**config.mk**
```make
export PLATFORM = sky130hd
export DESIGN_NAME = port_a_gpio
export DESIGN_NICKNAME = d
export VERILOG_FILES = /design/src/gpio_port_pkg.sv /design/src/port_a_gpio.sv /design/src/pin_sync.sv
export SDC_FILE = /design/constraint.sdc
export NUM_CORES = 1
export LEC_CHECK = 0
export ABC_CLOCK_PERIOD_IN_PS = 1580
export BUFFER_PORTS_ARGS = -buffer_cell sky130_fd_sc_hd__buf_2
export CAP_MARGIN = 30
export CORE_MARGIN = 8
export CORE_UTILIZATION = 30
export DETAILED_ROUTE_END_ITERATION = 8
export PLACE_DENSITY = 0.51
export SETUP_SLACK_MARGIN = 0.2
export SYNTH_ARGS = -nofsm -noshare
export SYNTH_HDL_FRONTEND = slang
export SYNTH_SLANG_ARGS = --single-unit
export TNS_END_PERCENT = 1
```
**constraint.sdc**
```tcl
create_clock -name clock -period 1.58 [get_ports clock]
set_input_delay 0 -clock clock [delete_from_list [all_inputs] [get_ports clock]]
set_output_delay 0 -clock clock [all_outputs]
set_load 0.01 [all_outputs]
```
**src/gpio_port_pkg.sv**
```systemverilog
package gpio_port_pkg;
   // ==========================================================================
   // Register map.
   localparam logic [3:0] latch_offset         = 4'h0;
   localparam logic [3:0] direction_offset     = 4'h4;
   localparam logic [3:0] analog_select_offset = 4'h8;
   localparam logic [3:0] pin_choice_offset    = 4'hC;
   // ==========================================================================
   // Reset values and field layouts.
   localparam logic [7:0] direction_reset     = 8'hFF;
   localparam logic [5:0] analog_select_reset = 6'h3F;
   localparam logic [7:0] latch_reset         = 8'h00;
   localparam int         analog_width        = 6;
   localparam int         port_width          = 8;
   localparam int         slave_select_field  = 0;
   localparam int         timer_pin           = 4;
   localparam int         vref_pin            = 3;
   localparam logic [1:0] resp_okay           = 2'h0;
   localparam logic [1:0] resp_slverr         = 2'h2;
endpackage : gpio_port_pkg

```
**src/port_a_gpio.sv**
```systemverilog
// How it works
// A direction bit at one turns the pin driver off; the direction register resets to all ones.
// A direction bit at zero turns the pin driver on and drives the latch value.
// A pin with its analog-select bit set reads as zero on port reads; the timer and slave-select inputs still follow its pad.
// The analog-select bits never change the digital output drive.
// Analog-select bits seven and six are unimplemented and read as zero.
// Analog-select one makes the low pin analog with its port read masked to zero, zero gives it to digital use; reset is ones.
// Software must set the direction bit to input on a pin it selects as analog.
// A port write merges with pin levels that read zero on analog pins, so their latch bits can change.
// Each pin is shared between general use and peripheral functions chosen by the peripherals.
// The timer clock input always follows pin four's pad, whatever its direction bit.
// The serial slave-select input comes from pin five or pin zero by the pin-selection bit.
// Pin three also feeds the converter's voltage reference input.
// Reading the port gives pin levels, writing it loads the output latch.
// Every port write reads the pins, merges the strobed bytes, and stores the result in the latch.
// Direction bits keep steering the drivers while pins serve as analog inputs.
// Register writes act on the next edge and pin reads pass a synchroniser.
// An enabled peripheral output overrides the latch and direction for that pin.
//
// The register addresses and the AXI4-Lite register port are this design's own decisions.
`timescale 1ns/10ps
module port_a_gpio (
   // Clock and reset.
   input  wire logic        clock,
   input  wire logic        rst,
   // AXI4-Lite write address and data.
   input  wire logic [3:0]  s_axi_awaddr,
   input  wire logic        s_axi_awvalid,
   output logic             s_axi_awready,
   input  wire logic [31:0] s_axi_wdata,
   input  wire logic [3:0]  s_axi_wstrb,
   input  wire logic        s_axi_wvalid,
   output logic             s_axi_wready,
   // AXI4-Lite write response.
   output logic [1:0]       s_axi_bresp,
   output logic             s_axi_bvalid,
   input  wire logic        s_axi_bready,
   // AXI4-Lite read.
   input  wire logic [3:0]  s_axi_araddr,
   input  wire logic        s_axi_arvalid,
   output logic             s_axi_arready,
   output logic [31:0]      s_axi_rdata,
   output logic [1:0]       s_axi_rresp,
   output logic             s_axi_rvalid,
   input  wire logic        s_axi_rready,
   // Pads.
   input  wire logic [7:0]  pad_in,
   output logic [7:0]       pad_out,
   output logic [7:0]       pad_oe,
   // Peripheral overrides.
   input  wire logic [7:0]  periph_own,
   input  wire logic [7:0]  periph_out,
   input  wire logic [7:0]  periph_oe,
   // Peripheral inputs.
   output logic             timer_zero_clock_in,
   output logic             slave_select_in,
   output logic             adc_vref_in,
   output logic [5:0]       analog_enable
);
   // ==========================================================================
   // State machine for the write channel.
   typedef enum logic [2:0] {
      w_idle = 3'b001,
      w_exec = 3'b010,
      w_resp = 3'b100
   } write_state_type;

   write_state_type write_state;
   logic [7:0]      port_a_pin_latch;
   logic [7:0]      port_a_direction;
   logic [5:0]      analog_select_bits;
   logic            slave_select_pin_choice;
   logic [7:0]      pin_level;
   logic [7:0]      digital_read;
   logic [3:0]      aw_addr;
   logic [31:0]     w_data;
   logic            w_byte0;
   logic            have_aw;
   logic            have_w;
   logic [7:0]      next_latch;
   logic [7:0]      next_out;
   logic [7:0]      next_oe;
   logic [31:0]     next_rdata;
   logic            read_hit;

   // ==========================================================================
   // Pad synchronisers.
   genvar i;
   generate
      for (i = 0; i < gpio_port_pkg::port_width; i++) begin : g_sync
         pin_sync u_sync (
            .clock (clock),
            .rst   (rst),
            .pad_in(pad_in[i]),
            .level (pin_level[i])
         );
      end
   endgenerate

   always_comb begin
      digital_read = pin_level & ~{2'h0, analog_select_bits}; // see
   end

   // ==========================================================================
   // Write channel.
   always_ff @(posedge clock) begin
      if (rst) begin
         have_aw       <= 1'b0;
         have_w        <= 1'b0;
         aw_addr       <= 4'h0;
         w_data        <= 32'h00000000;
         w_byte0       <= 1'b0;
         s_axi_awready <= 1'b0;
         s_axi_wready  <= 1'b0;
         s_axi_bvalid  <= 1'b0;
         s_axi_bresp   <= gpio_port_pkg::resp_okay;
         write_state   <= w_idle;
      end else begin
         s_axi_awready <= 1'b0;
         s_axi_wready  <= 1'b0;
         case (write_state)
            w_idle: begin
               if (s_axi_awvalid && !have_aw && !s_axi_awready) begin
                  s_axi_awready <= 1'b1;
               end
               if (s_axi_wvalid && !have_w && !s_axi_wready) begin
                  s_axi_wready <= 1'b1;
               end
               if (s_axi_awvalid && s_axi_awready) begin
                  have_aw <= 1'b1;
                  aw_addr <= s_axi_awaddr;
               end
               if (s_axi_wvalid && s_axi_wready) begin
                  have_w  <= 1'b1;
                  w_data  <= s_axi_wdata;
                  w_byte0 <= s_axi_wstrb[0];
               end
               if (have_aw && have_w) begin
                  write_state <= w_exec;
               end
            end
            w_exec: begin
               s_axi_bvalid <= 1'b1;
               s_axi_bresp  <= (aw_addr[1:0] == 2'h0) ? gpio_port_pkg::resp_okay : gpio_port_pkg::resp_slverr;
               write_state  <= w_resp;
            end
            w_resp: begin
               if (s_axi_bready) begin
                  s_axi_bvalid <= 1'b0;
                  have_aw      <= 1'b0;
                  have_w       <= 1'b0;
                  write_state  <= w_idle;
               end
            end
            default: begin
               write_state <= w_idle;
            end
         endcase
      end
   end

   // ==========================================================================
   // Register file.
   always_comb begin
      next_latch = digital_read; // see
      if (w_byte0) begin
         next_latch = w_data[7:0];
      end
   end

   always_ff @(posedge clock) begin
      if (rst) begin
         port_a_pin_latch        <= gpio_port_pkg::latch_reset;
         port_a_direction        <= gpio_port_pkg::direction_reset;
         analog_select_bits      <= gpio_port_pkg::analog_select_reset;
         slave_select_pin_choice <= 1'b0;
      end else if (write_state == w_exec) begin
         case (aw_addr)
            gpio_port_pkg::latch_offset: begin
               port_a_pin_latch <= next_latch; // see
            end
            gpio_port_pkg::direction_offset: begin
               if (w_byte0) begin
                  port_a_direction <= w_data[7:0];
               end
            end
            gpio_port_pkg::analog_select_offset: begin
               if (w_byte0) begin
                  analog_select_bits <= w_data[5:0]; // see
               end
            end
            gpio_port_pkg::pin_choice_offset: begin
               if (w_byte0) begin
                  slave_select_pin_choice <= w_data[gpio_port_pkg::slave_select_field];
               end
            end
            default: begin
            end
         endcase
      end
   end

   // ==========================================================================
   // Read channel.
   always_comb begin
      read_hit   = 1'b1;
      next_rdata = 32'h00000000;
      case (s_axi_araddr)
         gpio_port_pkg::latch_offset:         next_rdata = {24'h000000, digital_read};
         gpio_port_pkg::direction_offset:     next_rdata = {24'h000000, port_a_direction};
         gpio_port_pkg::analog_select_offset: next_rdata = {26'h0000000, analog_select_bits};
         gpio_port_pkg::pin_choice_offset:    next_rdata = {31'h00000000, slave_select_pin_choice};
         default:                             read_hit = 1'b0;
      endcase
   end

   always_ff @(posedge clock) begin
      if (rst) begin
         s_axi_arready <= 1'b0;
         s_axi_rvalid  <= 1'b0;
         s_axi_rdata   <= 32'h00000000;
         s_axi_rresp   <= gpio_port_pkg::resp_okay;
      end else begin
         s_axi_arready <= 1'b0;
         if (s_axi_rvalid) begin
            if (s_axi_rready) begin
               s_axi_rvalid <= 1'b0;
            end
         end else if (s_axi_arvalid && !s_axi_arready) begin
            s_axi_arready <= 1'b1;
            s_axi_rvalid  <= 1'b1;
            s_axi_rdata   <= next_rdata;
            s_axi_rresp   <= read_hit ? gpio_port_pkg::resp_okay : gpio_port_pkg::resp_slverr;
         end
      end
   end

   // ==========================================================================
   // Pad drive and peripheral multiplexing.
   always_comb begin
      next_out = port_a_pin_latch; // see
      next_oe  = ~port_a_direction; // see see
      for (int k = 0; k < gpio_port_pkg::port_width; k++) begin
         if (periph_own[k]) begin
            next_out[k] = periph_out[k]; // see
            next_oe[k]  = periph_oe[k];
         end
      end
   end

   always_ff @(posedge clock) begin
      if (rst) begin
         pad_out             <= 8'h00;
         pad_oe              <= 8'h00;
         timer_zero_clock_in <= 1'b0;
         slave_select_in     <= 1'b1;
         adc_vref_in         <= 1'b0;
         analog_enable       <= 6'h3F;
      end else begin
         pad_out             <= next_out;
         pad_oe              <= next_oe;
         timer_zero_clock_in <= pin_level[gpio_port_pkg::timer_pin];
         slave_select_in     <= slave_select_pin_choice ? pin_level[0] : pin_level[5];
         adc_vref_in         <= pin_level[gpio_port_pkg::vref_pin];
         analog_enable       <= analog_select_bits; // see
      end
   end

   // ==========================================================================
   // Checks.
   a_analog_reads_zero: assert property (@(posedge clock) disable iff (rst)
      analog_select_bits[0] |-> digital_read[0] == 1'b0) else $error("Analog pin read not zero.");
   a_direction_drive: assert property (@(posedge clock) disable iff (rst)
      !periph_own[2] ##1 !periph_own[2] |-> pad_oe[2] == !$past(port_a_direction[2])) else $error("Drive enable wrong.");
   a_latch_on_pad: assert property (@(posedge clock) disable iff (rst)
      !periph_own[1] |=> pad_out[1] == $past(port_a_pin_latch[1])) else $error("Pad not latch.");
   a_analog_no_drive: assert property (@(posedge clock) disable iff (rst)
      analog_select_bits[3] && !port_a_direction[3] && !periph_own[3]
      |=> pad_oe[3] && pad_out[3] == $past(port_a_pin_latch[3])) else $error("Analog changed drive.");
   a_upper_zero: assert property (@(posedge clock) disable iff (rst)
      s_axi_rvalid |-> s_axi_rdata[31:8] == 24'h000000) else $error("Upper bits set.");
   a_timer_follows: assert property (@(posedge clock) disable iff (rst)
      !rst |=> timer_zero_clock_in == $past(pin_level[4])) else $error("Timer input wrong.");
   a_slave_select: assert property (@(posedge clock) disable iff (rst)
      !rst |=> slave_select_in == ($past(slave_select_pin_choice) ? $past(pin_level[0]) : $past(pin_level[5])))
      else $error("Slave select wrong.");
   a_write_response: assert property (@(posedge clock) disable iff (rst)
      write_state == w_exec |=> s_axi_bvalid) else $error("No write response.");
   a_rmw_merge: assert property (@(posedge clock) disable iff (rst)
      write_state == w_exec && aw_addr == gpio_port_pkg::latch_offset && !w_byte0
      |=> port_a_pin_latch == $past(digital_read)) else $error("Merge wrong.");
   c_write: cover property (@(posedge clock) s_axi_bvalid && s_axi_bready);
   c_read: cover property (@(posedge clock) s_axi_rvalid && s_axi_rready);
   c_override: cover property (@(posedge clock) periph_own != 8'h00);
endmodule : port_a_gpio

```
**src/pin_sync.sv**
```systemverilog
`timescale 1ns/10ps
module pin_sync (
   // Clock and reset.
   input  wire logic clock,
   input  wire logic rst,
   // Pad level in and synchronised level out.
   input  wire logic pad_in,
   output logic      level
);
   // ==========================================================================
   // Two flip-flop synchroniser.
   logic stage_one;
   always_ff @(posedge clock) begin
      if (rst) begin
         stage_one <= 1'b0;
         level     <= 1'b0;
      end else begin
         stage_one <= pad_in;
         level     <= stage_one;
      end
   end
endmodule : pin_sync

```
==> results.ini, run 1 <==
[timing]
layout_min_cycle_time_ns = 1.434
setup_tns_ns = 0
drv_slew = 0
max_freq_mhz = 697.3
finalSetupViolCount = 0
hold_viol = 0
fin_skew_ns = 0.006906
fin_crit_sh_pct = 90.76
rsz0062_at_grt = yes

[yosys]
synth_warnings = 0
postSynthAreaPerCell_um2 = 9.678
synthXorXnorAreaFrac_pct = 0
synth_edf_count = 0
synthesis.area_mm2 = 0.003871
synthDistinctLibCells = 46
synth_top_area_share_pct = 50.16
synth-compound-area-share_pct = 16.03
synthAdderAreaFrac_pct = 0
yosys_most_used_dff = dfxtp_1
synth_top_family_by_area = simple AND/OR/NAND/NOR gates
synthesis.instances = 400
synth_area_leaders = dfxtp_1 (50%), buf_4 (5.2%), a21oi_1 (4.9%)
yosys.area_share.simple_pct = 20.98
synthMuxAreaShare_pct = 4.654
yosysTopAreaCell = dfxtp_1
ys_seq_area_share_pct = 50.16
async_reset_ff_share_pct = 0
synth_seq_cells = 97

[hold_path]
min_from = s_axi_araddr[3]
hold-path-cell-count = 3
hold_class = input port to flop
whs_endpoint = s_axi_rdata[6]

[critical_path]
path_cells = buf_4 > or3b_2 > a21oi_1 > o21ai_0
reg2reg_from = write_state[2]
crit_arrival_ns = 1.63
r2r_cells = 4
reg2reg_slack_ns = 0.15
slowest_stage = or3b_2
criticalPathCategory = flop to flop
r2r-end = write_state[0]
crit_family = simple AND/OR/NAND/NOR gates
cp-startpoint = write_state[2]
start_kind = flop
worst_ep_required_time_ns = 1.77
critPathBufInv = 1
slowest_delay_ns = 0.48
worst-path-stages = 4
crit_path_end_kind = flop
path_max_fanout = 6

[route]
wire_per_inst_um = 14.95
drc = 0
wirelength_um = 11120
final_antenna_net_count = 0
dr.pass1.iters = 4
vias = 3442
drt_iter0_drc = 163
vias_per_cell = 4.626

[finish]
nets = 651
design_area_mm2 = 0.005680
finalNonFillerCells = 744
diodes = 0
drive_gt1_share_pct = 31.29
multi_input_area_mm2 = 0.001843
area_delta_synth_final_pct = 46.74
seq_area_mm2 = 0.001962
fill_cells = 1240

[cts]
clk_latency_ns = 0.34
clock-root-buffer = clkbuf_16
cts_inserted_buffers = 9
clock_sinks = 97
cts_buffer_depth = 2
cts_max_level = 3
clk_pin_slew_worst_paths_ns = 0.07
cts_tree = done

[global_route]
grt_remaining_overflow = 0
antenna_found_initial = 0
grt_first_pass_wirelength_um = 17240
grt_start_max_net_pins = 32
first_global_vias = 3488
track_usage_pct = 12.93

[pwr]
p_per_area_mw_per_mm2 = 975.1
total_power_mw = 5.539
p_leak_nw = 2.336
ir_worst_vdd_uv = 504.2

[floorplan]
pin_count = 149
dieArea_mm2 = 0.01679
num_rows = 41
die_w_um = 129.6
die_y_um = 129.6
core_area_mm2 = 0.01262
start_util_pct = 30.68

[outcome]
outcome = finished, final reports clean

[placed_design]
hpwl_um = 7860
port_buffers = 95
place_area_mm2 = 0.004527
dp_cells = 660
gp_congestion = 0.7544

[run]
maxCapViolCount = 0

how the worst max path moves through the flow:
stage	endpoint	slack [ns]
CTS	s_axi_rdata[0]	0.15
global route	write_state[0]	0.09
floorplan	port_a_direction[0]	0.12
finish	write_state[0]	0.15
detailed placement	s_axi_rdata[0]	0.03
global placement	s_axi_rdata[0]	0.02
worst reg2reg max path, cell delays in order, from the launching register on:
cell     delay, ns
dfxtp_2       0.36
buf_4         0.15
or3b_2        0.48
a21oi_1       0.18
o21ai_0       0.13
layout make-up:
class / count / area share [%]
flip-flops and latches: 97 / 34.54
multi-input cells: 276 / 32.44
well taps: 172 / 3.789
clock buffers: 10 / 4.207
inverters: 2 / 0.1322
repair buffers: 182 / 23.06
clock inverters: 5 / 1.828
cell usage after synthesis, types with 2 or more instances:
| master | number |
|---|---|
| mux2i_1 | 18 |
| a21oi_1 | 38 |
| nand2_2 | 2 |
| a211o_1 | 13 |
| nor3_1 | 3 |
| a2111oi_0 | 6 |
| nor2_1 | 35 |
| buf_4 | 27 |
| or3b_2 | 3 |
| a32o_1 | 2 |
| and2_1 | 2 |
| nand4_1 | 4 |
| or4_1 | 3 |
| nand3_1 | 10 |
| a221o_1 | 5 |
| or2_2 | 6 |
| nor4b_1 | 2 |
| buf_2 | 4 |
| nor4bb_1 | 2 |
| dfxtp_1 | 97 |
| clkbuf_1 | 14 |
| o21ai_0 | 15 |
| nor2b_1 | 23 |
| nand2b_1 | 2 |
| nand2_1 | 8 |
| buf_1 | 5 |
| inv_1 | 2 |
| and3_1 | 13 |
| a211oi_1 | 9 |
| nand3b_1 | 11 |
power by group:
part,internal [mW],switching [mW],leakage (nW)
clock network,1.58,0.906,0.169
logic,0.265,0.241,1.37
registers,2.51,0.0389,0.795
layer usage:
layer,wire [um],up-vias,GRT usage (%)
li1,-,1717,-
met1,4956,1633,15.67
met2,5459,83,22.21
met3,572,9,3.164
met4,131,0,3.757
met5,0,-,0
logic make-up after synthesis:
| kind of cell | Yosys count |
|---|---|
| AND/OR/NAND/NOR | 137 |
| flip-flops | 97 |
| AO/OA/AOI/OAI | 94 |
| buffers and inverters | 53 |
| multiplexers | 18 |
| other | 1 |
state kept, by name (all words and copies together) (netlist names), 3 cells and up:
name                     cells
aw_addr                      4
analog_enable                6
g_sync.u_sync.stage_one      8
analog_select_bits           6
pad_oe                       8
pad_out                      8
write_state                  3
s_axi_rdata                  8
port_a_pin_latch             8
w_data                       8
port_a_direction             8
g_sync.u_sync.level          8
through the flow:
| stage | hold slack [ns] | worst slack (ns) | utilization [%] |
|---|---|---|---|
| 5_1_grt | 0.04293 | 0.09393 | 45.01 |
| 6_report | 0.04015 | 0.1460 | 45.01 |
| 2_1_floorplan | 0.1282 | 0.1184 | - |
| 3_5_place_dp | 0.2154 | 0.02665 | 35.87 |
| 4_1_cts | 0.02320 | 0.1503 | 43.21 |
| 3_3_place_gp | 0.2105 | 0.02126 | 35.87 |
timing repair:
action                                  4_1_cts  5_1_grt
hold buffers                                 57        0
hold endpoints to repair                     41        0
resized for setup                             2       34
pin swaps                                     1       12
setup buffers                                 1        8
endpoints found under the setup margin       25       48
cloned                                        0        3
cell usage in the layout, fill, tap and decap left out, types with 3 or more instances in the layout:
cell and instances:
or4_1 3, and3_1 11, mux2i_1 18, buf_4 24, nor2b_1 23, a211o_1 13
clkbuf_16 10, bufinv_16 3, dlygate4sd3_1 57, nand3b_1 11, buf_2 96, or3b_4 3
nor2_1 35, or2_2 6, o21ai_0 15, dfxtp_1 89, conb_1 26, nor3_1 3
a2111oi_2 3, nand4_1 4, a211oi_1 8, dfxtp_4 4, buf_6 3, a221o_1 5
dfxtp_2 4, nand3_1 10, a21oi_1 36, nand2_1 8
(Power assumes the default switching activity.)
==> run 2: changes to the inputs <==
- MAX_ROUTING_LAYER: not set -> met4
==> run 2 against run 1 <==
  * Combinational power hardly changed
  * Design area is 0.11% lower
  * Sequential power hardly changed
  * Critical path depth stayed put
  * Maximum frequency is 0.15% higher
  * First-iteration DRC count is 2.5% higher
  * Worst setup slack better by 0.0021 ns
  * Sequential share of layout area hardly changed
  * Wire length is 0.19% lower
  * Final cell count stayed put
  * Clock power hardly changed
  * Critical endpoint unchanged
==> results.ini, run 2 (same netlist as run 1, synthesis figures left out) <==
[critical_path]
r2r-end = write_state[0]
criticalPathCategory = flop to flop
crit_arrival_ns = 1.62
path_cells = buf_4 > or3b_2 > a21oi_1 > o21ai_0
crit_path_end_kind = flop
slowest_delay_ns = 0.48
reg2reg_from = write_state[2]
worst_ep_required_time_ns = 1.77
slowest_stage = or3b_2
reg2reg_slack_ns = 0.15
crit_family = simple AND/OR/NAND/NOR gates
path_max_fanout = 6
r2r_cells = 4
cp-startpoint = write_state[2]
critPathBufInv = 1
start_kind = flop

[timing]
fin_crit_sh_pct = 90.63
layout_min_cycle_time_ns = 1.432
rsz0062_at_grt = yes
hold_slack_ns = 0.04612
drv_slew = 0
finalSetupViolCount = 0
hold_viol = 0
fin_skew_ns = 0.007204
setup_tns_ns = 0
max_freq_mhz = 698.4

[finish]
drive_gt1_share_pct = 31.12
nets = 651
finalNonFillerCells = 744
final_cell_mix = buf_2 (96), dfxtp_1 (89), dlygate4sd3_1 (57), a21oi_1 (37), nor2_1 (35)
fill_cells = 1240
diodes = 0
layout_commonest_cell = buf_2
design_area_mm2 = 0.005674
area_delta_synth_final_pct = 46.57

[cts]
cts_inserted_buffers = 9
clk_latency_ns = 0.33
clock-root-buffer = clkbuf_16
clk_pin_slew_worst_paths_ns = 0.07
cts_buffer_depth = 2
cts_tree = done
cts_max_level = 3
clock_sinks = 97

[global_route]
grt_remaining_overflow = 0
grt_first_pass_wirelength_um = 17270
track_usage_pct = 13.33
first_global_vias = 3493
antenna_found_initial = 0
grt_start_max_net_pins = 32

[placed_design]
hpwl_um = 7860
dp_cells = 660
port_buffers = 95
gp_congestion = 0.7641
place_area_mm2 = 0.004527

[route]
dr.pass1.iters = 4
vias_per_cell = 4.574
drc = 0
wire_per_inst_um = 14.92
drt_iter0_drc = 167
vias = 3403
final_antenna_net_count = 0
wirelength_um = 11100

[floorplan]
dieArea_mm2 = 0.01679
die_w_um = 129.6
num_rows = 41
pin_count = 149
core_area_mm2 = 0.01262
start_util_pct = 30.68
die_y_um = 129.6

[hold_path]
min_from = s_axi_araddr[3]
whs_endpoint = s_axi_rdata[6]
hold_class = input port to flop
hold-path-cell-count = 3

[pwr]
p_seq_share_pct = 46.0
power_frac_clock_pct = 44.9
p_comb_share_pct = 9.1
p_per_area_mw_per_mm2 = 975.7
sw_frac_of_total_pct = 21.34
p_int_mw = 4.355
p_leak_nw = 2.335
p_switching_mw = 1.182
ir_worst_vdd_uv = 493.5

[run]
maxCapViolCount = 0

[outcome]
outcome = finished, final reports clean

-- run 2: cell counts in the layout (fill, tap and decap cells not counted) --
Identical to the previous run, type by type.
-- run 2: worst max-delay path by stage --
stage / endpoint / slack, ns / depth (start not counted)
floorplan: port_a_direction[0] / 0.12 / 5
global placement: s_axi_rdata[0] / 0.02 / 4
detailed placement: s_axi_rdata[0] / 0.03 / 4
CTS: s_axi_rdata[0] / 0.15 / 4
global route: write_state[0] / 0.09 / 4
finish: write_state[0] / 0.15 / 4
-- run 2: worst min-delay path, delay by kind of cell --
family / cells / cell delay [ns]
and+or+nand+nor: 1 / 0.13
AOI/OAI and AO/OA: 1 / 0.05
buffers and inverters: 1 / 0.15
-- run 2: layout make-up --
type                            instances  area [um^2]  share of cell area (%)
Multi-Input combinational cell        276         1839                   32.41
Tap cell                              172        215.2                   3.793
Clock inverter                          5        103.9                   1.830
Timing Repair Buffer                  182         1310                   23.09
Inverter                                2        7.507                  0.1323
Clock buffer                           10        239.0                   4.212
Sequential cell                        97         1959                   34.53
-- run 2: layer usage --
metal | global-route usage (%) | wire, um | vias to the layer above
li1 | - | - | 1717
met3 | 2.835 | 492 | 10
met5 | - | 0 | -
met1 | 15.97 | 5008 | 1594
met2 | 22.17 | 5474 | 82
met4 | 3.757 | 123 | 0
-- run 2: power groups by stage --
stage                     clock [mW]  combinational [mW]  sequential (mW)
final                           2.48               0.505             2.55
after global routing            2.64               0.555             2.55
after CTS                       2.54               0.478             2.55
after detailed placement           0               0.362             2.60
after global placement             0               0.358             2.60
after floorplan                    0               0.239             2.61
-- run 2: repair_timing --
action	4_1_cts	5_1_grt
gates resized for setup	2	32
pin swaps	1	11
endpoints found under the hold margin	41	0
hold buffers	57	0
endpoints found under the setup margin	25	48
setup buffers	1	8
gates cloned	0	3
-- run 2: metrics by stage --
stage | total power [mW] | setup slack [ns] | util (%)
3_3_place_gp | 2.959 | 0.02126 | 35.87
5_1_grt | 5.748 | 0.09387 | 44.96
4_1_cts | 5.569 | 0.1503 | 43.21
3_5_place_dp | 2.966 | 0.02665 | 35.87
2_1_floorplan | 2.850 | 0.1184 | -
6_report | 5.536 | 0.1481 | 44.96
==> run 3: changes to the inputs <==
- SYNTH_HIERARCHICAL: not set -> 1
==> run 3 against run 2 <==
  * Final cell count up 1.7%
  * Non-clock buffer count decreased by 10
  * Wire length shrank 1.1%
  * Hold slack lost 0.010 ns
  * Critical endpoint is now s_axi_rdata[5]
  * Largest power group unchanged
==> results.ini, run 3 <==
[outcome]
outcome = finished, final reports clean

[floorplan]
core_area_mm2 = 0.01309
start_util_pct = 30.23
die_y_um = 130.8
pin_count = 149
num_rows = 42
dieArea_mm2 = 0.01711
die_w_um = 130.8

[timing]
fin_skew_ns = 0.008667
slew_headroom_pct = 59.71
finalSetupViolCount = 0
drv_slew = 0
fin_crit_sh_pct = 84.75
rsz0062_at_grt = yes
fin_ws_ns = 0.2410
hold_slack_ns = 0.03609
layout_min_cycle_time_ns = 1.339
hold_viol = 0
worst_slew_pin_slew_ns = 0.5959
max_freq_mhz = 746.8
setup_tns_ns = 0

[placed_design]
gp_congestion = 0.8509
port_buffers = 95
place_ws_ns = 0.1517
hpwl_um = 8177
place_area_mm2 = 0.004566
dp_cells = 683

[cts]
clk_latency_ns = 0.34
clk_pin_slew_worst_paths_ns = 0.07
cts_tree = done
cts_inserted_buffers = 9
cts_buffer_depth = 2
clock_sinks = 97
clock-root-buffer = clkbuf_16
cts_max_level = 3

[critical_path]
r2r-end = s_axi_rdata[5]
cp-startpoint = analog_select_bits[5]
crit_path_end_kind = flop
critPathBufInv = 0
path_cells = or4b_2 > nand3_2 > a32o_1
path_max_fanout = 4
criticalPathCategory = flop to flop
crit_arrival_ns = 1.62
worst_ep_required_time_ns = 1.86
r2r_cells = 3
reg2reg_from = analog_select_bits[5]
crit_family = simple AND/OR/NAND/NOR gates
start_kind = flop
slowest_stage = or4b_2
reg2reg_slack_ns = 0.24
slowest_delay_ns = 0.68

[hold_path]
hold_class = input port to flop
min_from = s_axi_araddr[0]
hold-path-cell-count = 3
whs_endpoint = s_axi_rresp[1]

[global_route]
antenna_found_initial = 0
track_usage_pct = 13.42
grt_start_max_net_pins = 37
first_global_vias = 3523
grt_first_pass_wirelength_um = 17410
grt_remaining_overflow = 0

[pwr]
ir_worst_vdd_uv = 485.4
total_power_mw = 5.258
p_per_area_mw_per_mm2 = 960.8
p_leak_nw = 2.262

[yosys]
synth_area_leaders = dfxtp_1 (49%), buf_4 (5.5%), a21oi_1 (4.8%)
synthAdderAreaFrac_pct = 0
synth_edf_count = 0
synthDistinctLibCells = 47
ys_seq_area_share_pct = 49.10
synth_top_family_by_area = simple AND/OR/NAND/NOR gates
yosysTopAreaCell = dfxtp_1
synthXorXnorAreaFrac_pct = 0
synth-compound-area-share_pct = 14.46
synth_most_common_cell = dfxtp_1
synthesis.area_mm2 = 0.003955
synthMuxAreaShare_pct = 5.125
synth_warnings = 6
yosys.area_share.simple_pct = 22.43
async_reset_ff_share_pct = 0
synthesis.instances = 418
yosys_most_used_dff = dfxtp_1
postSynthAreaPerCell_um2 = 9.462
synth_common_cells = dfxtp_1 (97), nor2_1 (47), a21oi_1 (38)
synth_top_area_share_pct = 49.10
synth_seq_cells = 97

[finish]
finalNonFillerCells = 757
diodes = 0
utilization_pct = 41.82
final_cell_mix = dfxtp_1 (95), buf_2 (95), dlygate4sd3_1 (57), nor2_1 (47), a21oi_1 (38)
drive_gt1_share_pct = 26.68
design_area_mm2 = 0.005473
nets = 659
area_delta_synth_final_pct = 38.37

[route]
final_antenna_net_count = 0
vias_per_cell = 4.518
dr.pass1.iters = 4
drc = 0
vias = 3420
drt_iter0_drc = 222
wire_per_inst_um = 14.51
wirelength_um = 10980

[run]
maxCapViolCount = 0

-- run 3: what timing repair did --
item,in CTS,in global routing
hold buffers,57,0
gates resized for setup,1,6
buffers inserted,0,1
endpoints found under the hold margin,42,0
setup endpoints to repair,20,40
pin swaps,0,1
-- run 3: layer usage --
| layer | GRT usage, % | vias up | share of wire [%] |
|---|---|---|---|
| met3 | 2.800 | 4 | 5.7 |
| li1 | - | 1733 | - |
| met4 | 4.524 | 0 | 0.91 |
| met2 | 22.04 | 90 | 48 |
| met5 | - | - | 0 |
| met1 | 16.08 | 1593 | 45 |
-- run 3: cells by family after synthesis --
family | Yosys count
other | 1
multiplexers | 20
buffers and inverters | 57
AND/OR/NAND/NOR | 157
AO/OA/AOI/OAI | 86
flip-flops | 97
-- run 3: worst min-delay path: cells and delay by family --
kind                   cells  cell delay (ns)
buffers and inverters      1             0.15
AND/OR/NAND/NOR            2             0.17
-- run 3: worst max path at each step --
| stage | to | cells past startpoint |
|---|---|---|
| 2_1_floorplan | aw_addr[2] | 5 |
| 3_3_place_gp | aw_addr[2] | 3 |
| 3_5_place_dp | aw_addr[2] | 3 |
| 4_1_cts | port_a_pin_latch[2] | 5 |
| 5_1_grt | aw_addr[2] | 5 |
| 6_report | s_axi_rdata[5] | 3 |
-- run 3: cell type report --
type                       count  area (um^2)
inverter                       7        26.28
clock buffer                  10        239.0
fill                        1287         7612
sequential                    97         1944
clock inverter                 6        67.56
tap                          176        220.2
multi-input combinational    289         1772
timing repair buffer         172         1204
-- run 3: power by group --
part	leakage (nW)	internal, mW	switching (mW)
clock network	0.145	1.27	0.934
registers	0.790	2.51	0.0380
logic	1.33	0.253	0.251
